`src/crc_err_regs.vh`:
```
// constants for the configuration crc error reporter
`ifndef CRC_ERR_REGS_VH
`define CRC_ERR_REGS_VH
`define CFG_OSC_MHZ        100
`define CLK_MHZ            125
`define DIV_N_MIN          4'h1
`define DIV_N_MAX          4'h8
`define DIV_N_RST          4'h1
`define FAULT_LOW_MIN_TICKS 32
`define MSG_W              46
`define SYN_W              16
`define MSG_TYPE_LSB       44
`define MSG_LOC_LSB        16
`define MSG_LOC_W          28
`define MSG_SYN_LSB        0
`endif

```
`src/config_crc_error_reporter.v`:
```
// sequencing and reporting of configuration frame crc checks
//
// What this block does
// - checking starts by itself in user mode
// - fault rises after search and message update
// - fault low at least 32 detection ticks
// - later error overwrites message, then raises again
// - checking runs continuously until device reset or until ed_enable_in or user_mode_in drops
// - detection tick is 100 mhz over 2^n
// - one frame checked per detection tick pace
// - fault drives pin only when feature enabled
// - non-zero syndrome drives fault high
// - 46-bit message: type, location, syndrome
`timescale 1ns/10ps
`include "crc_err_regs.vh"
module config_crc_error_reporter #(
    parameter FRAMES    = 16,
    parameter FRAME_W   = 8,
    parameter LOW_TICKS = `FAULT_LOW_MIN_TICKS
) (
    // clock and reset (reset is reconfiguration)
    input  wire                clk_in,
    input  wire                rst_n_in,
    // configuration state
    input  wire                ed_enable_in,
    input  wire                user_mode_in,
    input  wire [3:0]          div_n_in,
    // frame check engine
    input  wire                frame_done_in,
    input  wire [`SYN_W-1:0]   syndrome_in,
    input  wire                search_done_in,
    input  wire [1:0]          err_type_in,
    input  wire [`MSG_LOC_W-1:0] err_loc_in,
    // requests to the frame engine
    output reg                 frame_start_out,
    output reg  [FRAME_W-1:0]  frame_idx_out,
    output reg                 search_start_out,
    // report
    output reg  [`MSG_W-1:0]   err_msg_out,
    output reg                 msg_valid_out,
    output reg                 fault_out,
    output reg                 pin_fault_oe_out,
    output reg                 running_out
);
    ////////////////////////////////////////////////////////////////
    localparam ST_IDLE   = 5'h01;
    localparam ST_CHECK  = 5'h02;
    localparam ST_SEARCH = 5'h04;
    localparam ST_REPORT = 5'h08;
    localparam ST_QUIET  = 5'h10;

    reg  [4:0]         state_r;
    reg  [4:0]         state_nxt;
    reg  [`SYN_W-1:0]  syn_r;
    reg  [6:0]         low_cnt_r;
    reg                wait_frame_r;
    wire               tick;
    wire               go;

    // start needs no external command; any config loss drops straight to idle
    assign go = ed_enable_in & user_mode_in;

    crc_tick_div u_div (
        .clk_in   (clk_in),
        .rst_n_in (rst_n_in),
        .run_in   (go),
        .div_n_in (div_n_in),
        .tick_out (tick)
    );

    ////////////////////////////////////////////////////////////////
    always @* begin
        state_nxt = state_r;
        case (state_r)
            ST_IDLE: begin
                if (go) begin
                    state_nxt = ST_CHECK;
                end
            end
            ST_CHECK: begin
                // only the answer to a frame we asked for counts
                if (frame_done_in && wait_frame_r) begin
                    // hold on the frame result; fault only after the search
                    if (syndrome_in != {`SYN_W{1'b0}}) begin
                        state_nxt = ST_SEARCH;
                    end
                end
            end
            ST_SEARCH: begin
                if (search_done_in) begin
                    state_nxt = ST_REPORT;
                end
            end
            ST_REPORT: begin
                state_nxt = ST_QUIET;
            end
            ST_QUIET: begin
                if (tick && low_cnt_r >= LOW_TICKS[6:0] - 7'h01) begin
                    state_nxt = ST_CHECK;
                end
            end
            default: begin
                state_nxt = ST_IDLE;
            end
        endcase
        if (!go) begin
            state_nxt = ST_IDLE;
        end
    end

    ////////////////////////////////////////////////////////////////
    always @(posedge clk_in or negedge rst_n_in) begin
        if (!rst_n_in) begin
            state_r          <= ST_IDLE;
            syn_r            <= {`SYN_W{1'b0}};
            low_cnt_r        <= 7'h00;
            wait_frame_r     <= 1'b0;
            frame_start_out  <= 1'b0;
            frame_idx_out    <= {FRAME_W{1'b0}};
            search_start_out <= 1'b0;
            err_msg_out      <= {`MSG_W{1'b0}};
            msg_valid_out    <= 1'b0;
            fault_out        <= 1'b0;
            pin_fault_oe_out <= 1'b0;
            running_out      <= 1'b0;
        end else begin
            state_r          <= state_nxt;
            frame_start_out  <= 1'b0;
            search_start_out <= 1'b0;
            msg_valid_out    <= 1'b0;
            running_out      <= go;
            pin_fault_oe_out <= ed_enable_in;
            // one frame launched per detection tick
            if (state_r == ST_CHECK && state_nxt == ST_CHECK && tick && !wait_frame_r) begin
                frame_start_out <= 1'b1;
                wait_frame_r    <= 1'b1;
            end else if (frame_done_in) begin
                wait_frame_r <= 1'b0;
            end
            if (state_r == ST_CHECK && frame_done_in) begin
                syn_r <= syndrome_in;
                if (frame_idx_out >= FRAMES[FRAME_W-1:0] - {{(FRAME_W-1){1'b0}}, 1'b1}) begin
                    frame_idx_out <= {FRAME_W{1'b0}};
                end else begin
                    frame_idx_out <= frame_idx_out + {{(FRAME_W-1){1'b0}}, 1'b1};
                end
            end
            if (state_r == ST_CHECK && state_nxt == ST_SEARCH) begin
                search_start_out <= 1'b1;
            end
            if (state_r == ST_SEARCH && search_done_in) begin
                // each new report overwrites the last; the monitor must keep up
                err_msg_out   <= {err_type_in, err_loc_in, syn_r};
                msg_valid_out <= 1'b1;
            end
            // fault follows the stored non-zero syndrome, one cycle after the message
            if (go && state_r == ST_REPORT && syn_r != {`SYN_W{1'b0}}) begin
                fault_out <= 1'b1;
            end else begin
                fault_out <= 1'b0;
            end
            if (state_r == ST_QUIET) begin
                if (tick) begin
                    low_cnt_r <= low_cnt_r + 7'h01;
                end
            end else begin
                low_cnt_r <= 7'h00;
            end
            if (!go) begin
                wait_frame_r  <= 1'b0;
                frame_idx_out <= {FRAME_W{1'b0}};
            end
        end
    end
endmodule

```
`src/crc_tick_div.v`:
```
// error detection clock enable: oscillator rate over two to the n
`timescale 1ns/10ps
`include "crc_err_regs.vh"
module crc_tick_div #(
    parameter ACC_W = 16
) (
    // clock and reset
    input  wire       clk_in,
    input  wire       rst_n_in,
    // control
    input  wire       run_in,
    input  wire [3:0] div_n_in,
    // enable pulse
    output reg        tick_out
);
    // phase accumulator models the 100 mhz oscillator from the 125 mhz clock
    reg  [ACC_W-1:0] acc_r;
    reg  [8:0]       pre_r;
    wire [ACC_W:0]   acc_sum;
    wire [3:0]       n_c;
    wire [8:0]       pre_lim;
    // oscillator step per clock, cut to the accumulator width on purpose
    localparam [31:0]      STEP_FULL = (`CFG_OSC_MHZ << ACC_W) / `CLK_MHZ;
    localparam [ACC_W-1:0] STEP      = STEP_FULL[ACC_W-1:0];
    assign acc_sum = {1'b0, acc_r} + {1'b0, STEP};
    // clamp out-of-range divisor settings to the legal 1..8
    assign n_c = (div_n_in < `DIV_N_MIN) ? `DIV_N_MIN : (div_n_in > `DIV_N_MAX) ? `DIV_N_MAX : div_n_in;
    assign pre_lim = (9'h001 << n_c) - 9'h001;
    always @(posedge clk_in or negedge rst_n_in) begin
        if (!rst_n_in) begin
            acc_r    <= {ACC_W{1'b0}};
            pre_r    <= 9'h000;
            tick_out <= 1'b0;
        end else begin
            tick_out <= 1'b0;
            if (run_in) begin
                acc_r <= acc_sum[ACC_W-1:0];
                if (acc_sum[ACC_W]) begin
                    if (pre_r >= pre_lim) begin
                        pre_r    <= 9'h000;
                        tick_out <= 1'b1;
                    end else begin
                        pre_r <= pre_r + 9'h001;
                    end
                end
            end else begin
                acc_r <= {ACC_W{1'b0}};
                pre_r <= 9'h000;
            end
        end
    end
endmodule

```
`config.mk`:
```
export PLATFORM = sky130hd
export DESIGN_NAME = config_crc_error_reporter
export DESIGN_NICKNAME = d
export VERILOG_FILES = /design/src/config_crc_error_reporter.v /design/src/crc_tick_div.v
export VERILOG_INCLUDE_DIRS = /design/src
export SDC_FILE = /design/constraint.sdc
export NUM_CORES = 1
export LEC_CHECK = 0
export BUFFER_PORTS_ARGS = -buffer_cell sky130_fd_sc_hd__buf_4
export CORE_MARGIN = 2
export CORE_UTILIZATION = 49
export CTS_CLUSTER_SIZE = 25
export DETAILED_ROUTE_END_ITERATION = 7
export HOLD_SLACK_MARGIN = 0.06
export PLACE_DENSITY = 0.82
export SLEW_MARGIN = 20
export SYNTH_ARGS = -nofsm -noshare
export SYNTH_HDL_FRONTEND = slang
export SYNTH_SLANG_ARGS = --single-unit
export TNS_END_PERCENT = 10
```
`constraint.sdc`:
```
create_clock -name clk_in -period 2.7 [get_ports clk_in]
set_input_delay 0.135 -clock clk_in [delete_from_list [all_inputs] [get_ports clk_in]]
set_output_delay 0.135 -clock clk_in [all_outputs]
set_load 0.01 [all_outputs]
```
==> impl_metrics.csv, run 1 <==
group,metric,value,unit
timing,timing.setup.tns,0,ns
timing,clock.fmax,0.419,GHz
worst_setup_path,cp.arrival,2.80,ns
timing,final.period_utilization,88.4,%
timing,slew_viol_final,0,
die,rows,37,
logic_synthesis,ys_types,52,
route,drt_iter0_drc,278,
cts,cts_hold_buf,50,
worst_setup_path,start_kind,"input pin",
route,maxUsedRoutingLayer,"met4",
timing,max_slew.worst_pin.slew,0.890,ns
logic_synthesis,synth_edf_count,0,
logic_synthesis,yosys.area.top_type,"dfrtp_1",
cts,clk_latency,0.52,ns
timing,min_period,2.39,ns
logic_synthesis,yosysWarnings,0,
logic_synthesis,ys_seq_area_share,55.0,%
logic_synthesis,synthTopCellsByArea,"dfrtp_1, nand2_1, mux2_2",
die,ios,116,
power,vdd_ir_drop_max,0.423,mV
logic_synthesis,synthesis.instances,500,
global_route,grt_usage,27.4,%
power,switchingPower,1100,uW
global_route,grt_first_pass_wirelength,23900,um
global_route,grt_max_degree,69,
die,coreArea,10300,sq um
worst_setup_path,worstSetupPathType,"in -> reg",
layout,num_antenna_cells,0,
logic_synthesis,synth_top_area_share,54.5,%
power,p_sw_share,23.8,%
route,avgViaCountPerCell,5.52,
timing,fin_hold_ws,0.144,ns
cts,path_clk_slew,0.06,ns
logic_synthesis,async_flop_share,100,%
layout,drive_above_1_share,29.9,%
layout,nets,753,
layout,area_growth,43.1,%
route,wl_met3,837,um
logic_synthesis,yosys_most_used_dff,"dfrtp_1",
power,cellPowerDensity,627,nW/um^2
worst_setup_path,crit_path_max_fanout,8,
layout,design_area,7360,sq um
die,die_x,106,um
logic_synthesis,syn_area,5140,sq um
job,cap_violations,0,
timing,hold_viol_final,0,
power,leakagePower,0.00373,uW
cts,cts.sinks,113,
global_route,antenna_found_initial,0,
global_route,first_global_vias,4815,
die,die_h,106,um
placed_design,place_hpwl,8620,um
route,wirelength,14800,um
logic_synthesis,postSynthAreaPerCell,10.3,sq um
power,p_int,3520,uW
worst_hold_path,hold_class,"in -> reg",
worst_setup_path,crit_path_end_kind,"register",
route,drc,0,
route,met1_length,5600,um
route,ant_nets,0,
outcome,status,"finished, final reports clean",
logic_synthesis,ys_seq_elements,113,
die,initial_core_util,50.1,%
cts,numCtsBuffers,17,
global_route,gr-total-overflow,0,
cts,clockBufferDepth,2,
logic_synthesis,yosys-top-cells-count,"nand2_1, dfrtp_1, nor2_1",
timing,slew_headroom,40.5,%
placed_design,port_buffers,115,
timing,fin_skew,0.00885,ns
route,route.detailed.wl_per_inst,17.8,um
worst_setup_path,crit_required,3.12,ns
power,p_clk_share,51.6,%
power,pwr-share-comb,8.5,%
cts,cts_setup_buffers,0,
cts,cts-root-buf,"clkbuf_8",
power,p_seq_share,39.9,%
route,first_pass_iters,5,
timing,setup_viol,0,
placed_design,gp_congestion,0.859,
timing,rsz0062_at_grt,"false",
cts,h-tree-depth,4,
cts,cts_resized,0,
logic_synthesis,yosysMostFrequentCell,"nand2_1",
route,vias,4589,
die,design.die.area,11300,sq um
cts,cts_tree,"yes",
route,route.met2.wl,7900,um
placed_design,place_area,6230,sq um
[area by class of cell]
| type | instances | area [sq um] |
|---|---|---|
| Clock buffer | 18 | 428 |
| Clock inverter | 14 | 204 |
| Fill cell | 674 | 2920 |
| Inverter | 11 | 41.3 |
| Multi-Input combinational cell | 360 | 2210 |
| Sequential cell | 113 | 2830 |
| Tap cell | 136 | 170 |
| Timing Repair Buffer | 180 | 1480 |
[power groups by stage]
stage          clock (uW)  sequential (uW)  combinational [uW]
2_1_floorplan           0             1840                 167
3_3_place_gp            0             1860                 305
3_5_place_dp            0             1870                 319
4_1_cts              2400             1840                 383
5_1_grt              2480             1850                 426
6_report             2380             1840                 391
[cells in the final DEF, fill, tap and decap left out, drive strengths merged, types with 15 or more instances in the layout]
cell,netlist,routed
mux2,34,34
nor2,36,36
buf,6,130
dlygate4sd3,0,50
nand2,122,122
a21oi,22,22
o21ai,19,19
o211ai,15,15
clkbuf,11,18
dfrtp,112,112
[critical path, stage by stage]
cell and delay, ns:
buf_4 0.11, or3_1 0.39, ha_1 0.25, nor4_1 0.31
a21oi_1 0.07, nor2_1 0.09, a21oi_1 0.05, ha_1 0.31
a211oi_2 0.25, nor2_1 0.13, a211oi_4 0.22, buf_4 0.20
nor2_4 0.08, o311ai_2 0.20
[state kept, by name, summed over array words and instances (netlist names)]
name              cells
frame_idx_out         8
u_div.pre_r           9
msg_valid_out         1
err_msg_out          46
fault_out             1
state_r               5
search_start_out      1
u_div.tick_out        1
u_div.acc_r          14
low_cnt_r             7
frame_start_out       1
wait_frame_r          1
syn_r                16
running_out           1
pin_fault_oe_out      1
[cell families (layout without fill, tap and decap cells)]
group | Yosys count | in the layout | share of synthesized area (%)
buf+inv | 28 | 223 | 2.16
xor+xnor | 16 | 16 | 2.72
simple gates | 218 | 218 | 19.3
flops | 113 | 113 | 55.0
mux | 35 | 35 | 7.64
compound gates | 75 | 75 | 9.68
fa+ha+maj | 14 | 14 | 3.40
other cells | 1 | 2 | 0.0729
[final timing paths]
path | end | cells after the start | startpoint | slack, ns
worst max register to register | u_div.pre_r[2]$_DFFE_PN0P_ | 7 | u_div.acc_r[2]$_DFF_PN0_ | 0.41
worst min register to register | err_msg_out[30]$_DFFE_PN0P_ | 2 | err_msg_out[30]$_DFFE_PN0P_ | 0.48
min in group asynchronous | u_div.pre_r[5]$_DFFE_PN0P_ | 2 | rst_n_in | 0.30
worst max-delay path | u_div.pre_r[2]$_DFFE_PN0P_ | 14 | div_n_in[2] | 0.31
worst min-delay path | state_r[2]$_DFF_PN0_ | 6 | search_done_in | 0.14
max in group asynchronous | frame_idx_out[7]$_DFFE_PN0P_ | 3 | rst_n_in | 1.53
[through the flow]
stage / setup slack, ns / utilization [%] / power, uW / instances
2_1_floorplan: 0.0189 / - / 2010 / 501
3_3_place_gp: -0.00633 / 60.6 / 2160 / 750
3_5_place_dp: -0.126 / 60.6 / 2180 / 750
4_1_cts: 0.383 / 71.6 / 4620 / 832
5_1_grt: 0.161 / 71.6 / 4760 / 832
6_report: 0.314 / 71.6 / 4620 / 832
[per-layer routing]
layer  vias to the layer above  GRT usage [%]
met5                         -              0
met4                         0           12.5
met3                        41           6.99
met2                       176           48.4
met1                      2259           31.1
li1                       2113              -
Note: power is estimated with default switching activity, not from simulation.
==> inputs of run 2 (changes only) <==
- ABC_AREA: default -> 1
- RECOVER_POWER: default -> 50
==> run 2 against run 1 <==
Compared with the run above: worst setup slack improved by 0.35 ns; critical path type unchanged; global-route usage shrank 3.0 points; clock skew decreased by 0.0024 ns; largest cell class unchanged; first-iteration DRC count grew 32%; final area shrank 0.87%; synthesized area grew 4.9%; non-clock buffer count fell by 13; combinational power is 17% higher; the flow now finishes with violations (capacitance limit, slew limit); clock power down 2%; wire length fell by 6.4%; hold slack got worse by 0.014 ns; critical endpoint is now u_div.tick_out$_DFF_PN0_.
==> impl_metrics.csv, run 2 <==
group,metric,value,unit
global_route,grt_usage,24.4,%
layout,multi_input_area,2270,sq um
worst_setup_path,crit_path_end_kind,"register",
layout,final_util,67.6,%
cts,cts_tree,"yes",
timing,clock.fmax,0.490,GHz
logic_synthesis,synthesis.instances,537,
die,design.die.area,11900,sq um
logic_synthesis,ys_types,37,
timing,fin_ws,0.660,ns
route,first_pass_iters,5,
logic_synthesis,synth_edf_count,0,
layout,layout_commonest_cell,"nand2_1",
timing,rsz0062_at_grt,"false",
logic_synthesis,yosys_most_used_dff,"dfrtp_1",
timing,slew_headroom,-18.5,%
layout,drive_above_1_share,21.4,%
timing,fin_skew,0.00642,ns
global_route,first_global_vias,4611,
route,drt_iter0_drc,366,
worst_setup_path,crit_required,3.11,ns
timing,min_period,2.04,ns
route,vias,4511,
cts,clk_latency,0.51,ns
route,drc,0,
route,route.detailed.wl_per_inst,15.9,um
logic_synthesis,yosys-top-cells-count,"nand2_1, dfrtp_1, nor2_1",
cts,cts_resized,0,
timing,setup_viol,0,
worst_setup_path,crit_path_max_fanout,10,
timing,fin_hold_ws,0.130,ns
worst_setup_path,cpPeakStageDelay,0.33,ns
worst_setup_path,path_cells,"buf_4, nor2_1, nand2_1, ha_1, nand2_1, xnor2_1, o21ai_0, ha_1, a21oi_1, o21a_1, nand3_1, nor2_2, or2_1, inv_1",
die,ios,116,
die,die_x,109,um
timing,timing.setup.tns,0,ns
layout,num_antenna_cells,0,
logic_synthesis,yosysWarnings,0,
timing,slew_viol_final,74,
layout,largest-register,"err_msg_out",
cts,numCtsBuffers,17,
layout,layout_common_cells,"nand2_1, dfrtp_1, buf_4, nor2_1, clkbuf_1",
worst_setup_path,start_kind,"input pin",
layout,largest_reg_flops,46,
cts,cts_setup_buffers,0,
global_route,grt_first_pass_wirelength,22300,um
worst_hold_path,hold_class,"in -> reg",
route,ant_nets,0,
die,rows,38,
layout,regArea,2830,sq um
route,wirelength,13800,um
global_route,antenna_found_initial,0,
logic_synthesis,postSynthAreaPerCell,10.0,sq um
die,initial_core_util,50.0,%
placed_design,gp_congestion,0.839,
worst_hold_path,worstHoldStart,"user_mode_in",
outcome,status,"complete, but fails checks",
layout,largestRegisters,"err_msg_out x46, syn_r x16, u_div.acc_r x14",
power,p_total,4690,uW
global_route,gr-total-overflow,0,
logic_synthesis,synth_top_area_share,51.9,%
worst_setup_path,worstSetupPathType,"in -> reg",
logic_synthesis,synthTopCellsByArea,"dfrtp_1, mux2_4, nand2_1",
outcome,violations,"capacitance limit, slew limit",
logic_synthesis,yosysMostFrequentCell,"nand2_1",
route,avgViaCountPerCell,5.19,
power,cellPowerDensity,643,nW/um^2
worst_setup_path,cp_slowest_cell,"nor2_2",
placed_design,dp_slack,0.137,ns
cts,clockBufferDepth,2,
die,coreArea,10800,sq um
placed_design,place_hpwl,8120,um
timing,final.period_utilization,75.6,%
logic_synthesis,yosys.area.top_type,"dfrtp_1",
cts,cts-root-buf,"clkbuf_8",
logic_synthesis,syn_area,5400,sq um
worst_setup_path,cp.arrival,2.45,ns
cts,path_clk_slew,0.06,ns
layout,area_growth,35.3,%
logic_synthesis,async_flop_share,100,%
timing,max_slew.worst_pin.slew,1.78,ns
worst_setup_path,cp-startpoint,"div_n_in[2]",
timing,hold_viol_final,0,
layout,nets,786,
power,leakagePower,0.00348,uW
worst_setup_path,r2r-start,"state_r[1]$_DFF_PN0_",
logic_synthesis,ys_seq_area_share,52.4,%
die,die_h,109,um
power,vdd_ir_drop_max,0.391,mV
layout,fill_cells,787,
job,cap_violations,1,
global_route,grt_max_degree,75,
cts,h-tree-depth,4,
cts,cts.sinks,113,
logic_synthesis,ys_seq_elements,113,
placed_design,port_buffers,115,
[run 2: cell types whose count changed after synthesis, moves of 7 or more]
| cell | delta |
|---|---|
| nor4_1 | -7 |
| o21ai_0 | +11 |
| o211ai_1 | -15 |
| clkbuf_1 | -11 |
| inv_1 | +36 |
| nand3_1 | +19 |
| mux2_2 | -17 |
| nor2_1 | +21 |
| mux2_4 | +29 |
[run 2: critical path, delay by kind of cell]
family / cells / cell delay, ns
simple gates: 6 / 1.07
fa+ha+maj: 2 / 0.57
buf+inv: 2 / 0.17
xor+xnor: 1 / 0.12
compound gates: 3 / 0.39
[run 2: routing by layer]
| layer | GRT usage, % | part of all wire, % | vias to the layer above |
|---|---|---|---|
| met2 | 42.6 | 51 | 177 |
| met1 | 29.1 | 41 | 2182 |
| met5 | 0 | 0 | - |
| met4 | 9.62 | 1.7 | 0 |
| met3 | 5.86 | 6.8 | 24 |
| li1 | - | - | 2128 |
[run 2: final timing paths]
kind,endpoint,slack (ns),cells after the start
setup / recovery,u_div.tick_out$_DFF_PN0_,0.66,14
hold / removal,u_div.acc_r[2]$_DFF_PN0_,0.13,3
setup reg to reg,err_msg_out[45]$_DFFE_PN0P_,0.85,5
hold reg to reg,u_div.acc_r[2]$_DFF_PN0_,0.46,1
max in group asynchronous,u_div.acc_r[15]$_DFF_PN0_,0.99,2
min in group asynchronous,err_msg_out[8]$_DFFE_PN0P_,0.66,2
[run 2: stage by stage]
stage                     instance area [sq um]  std cells
after CTS                                  7510        869
final                                      7300        869
after detailed placement                   6380        787
after global placement                     6380        787
after floorplan                            5400        538
after global routing                       7300        869
[run 2: cell families after synthesis]
group	after synthesis	share of synthesized area, %
other	1	0.0695
and+or+nand+nor	234	19.8
adders and majority gates	14	3.25
buffers and inverters	59	5.33
DFF	113	52.4
AOI/OAI and AO/OA	59	5.73
xor gates and xnor gates	11	1.79
muxes	46	11.6
[run 2: report_power, final]
group	internal (uW)	switching [uW]
combinational	219	237
clock	1540	787
sequential	1800	101
total	3570	1130
[run 2: area by class of cell]
type | instances | share of cell area (%)
Tap cell | 140 | 2.40
Sequential cell | 113 | 38.8
Clock buffer | 19 | 6.05
Inverter | 51 | 2.66
Timing Repair Buffer | 167 | 16.4
Clock inverter | 13 | 2.54
Multi-Input combinational cell | 366 | 31.2
[run 2: what timing repair did]
action | 4_1_cts | 5_1_grt
setup endpoints to repair | 0 | 0
hold buffers | 50 | 0
endpoints found under the hold margin | 123 | 0
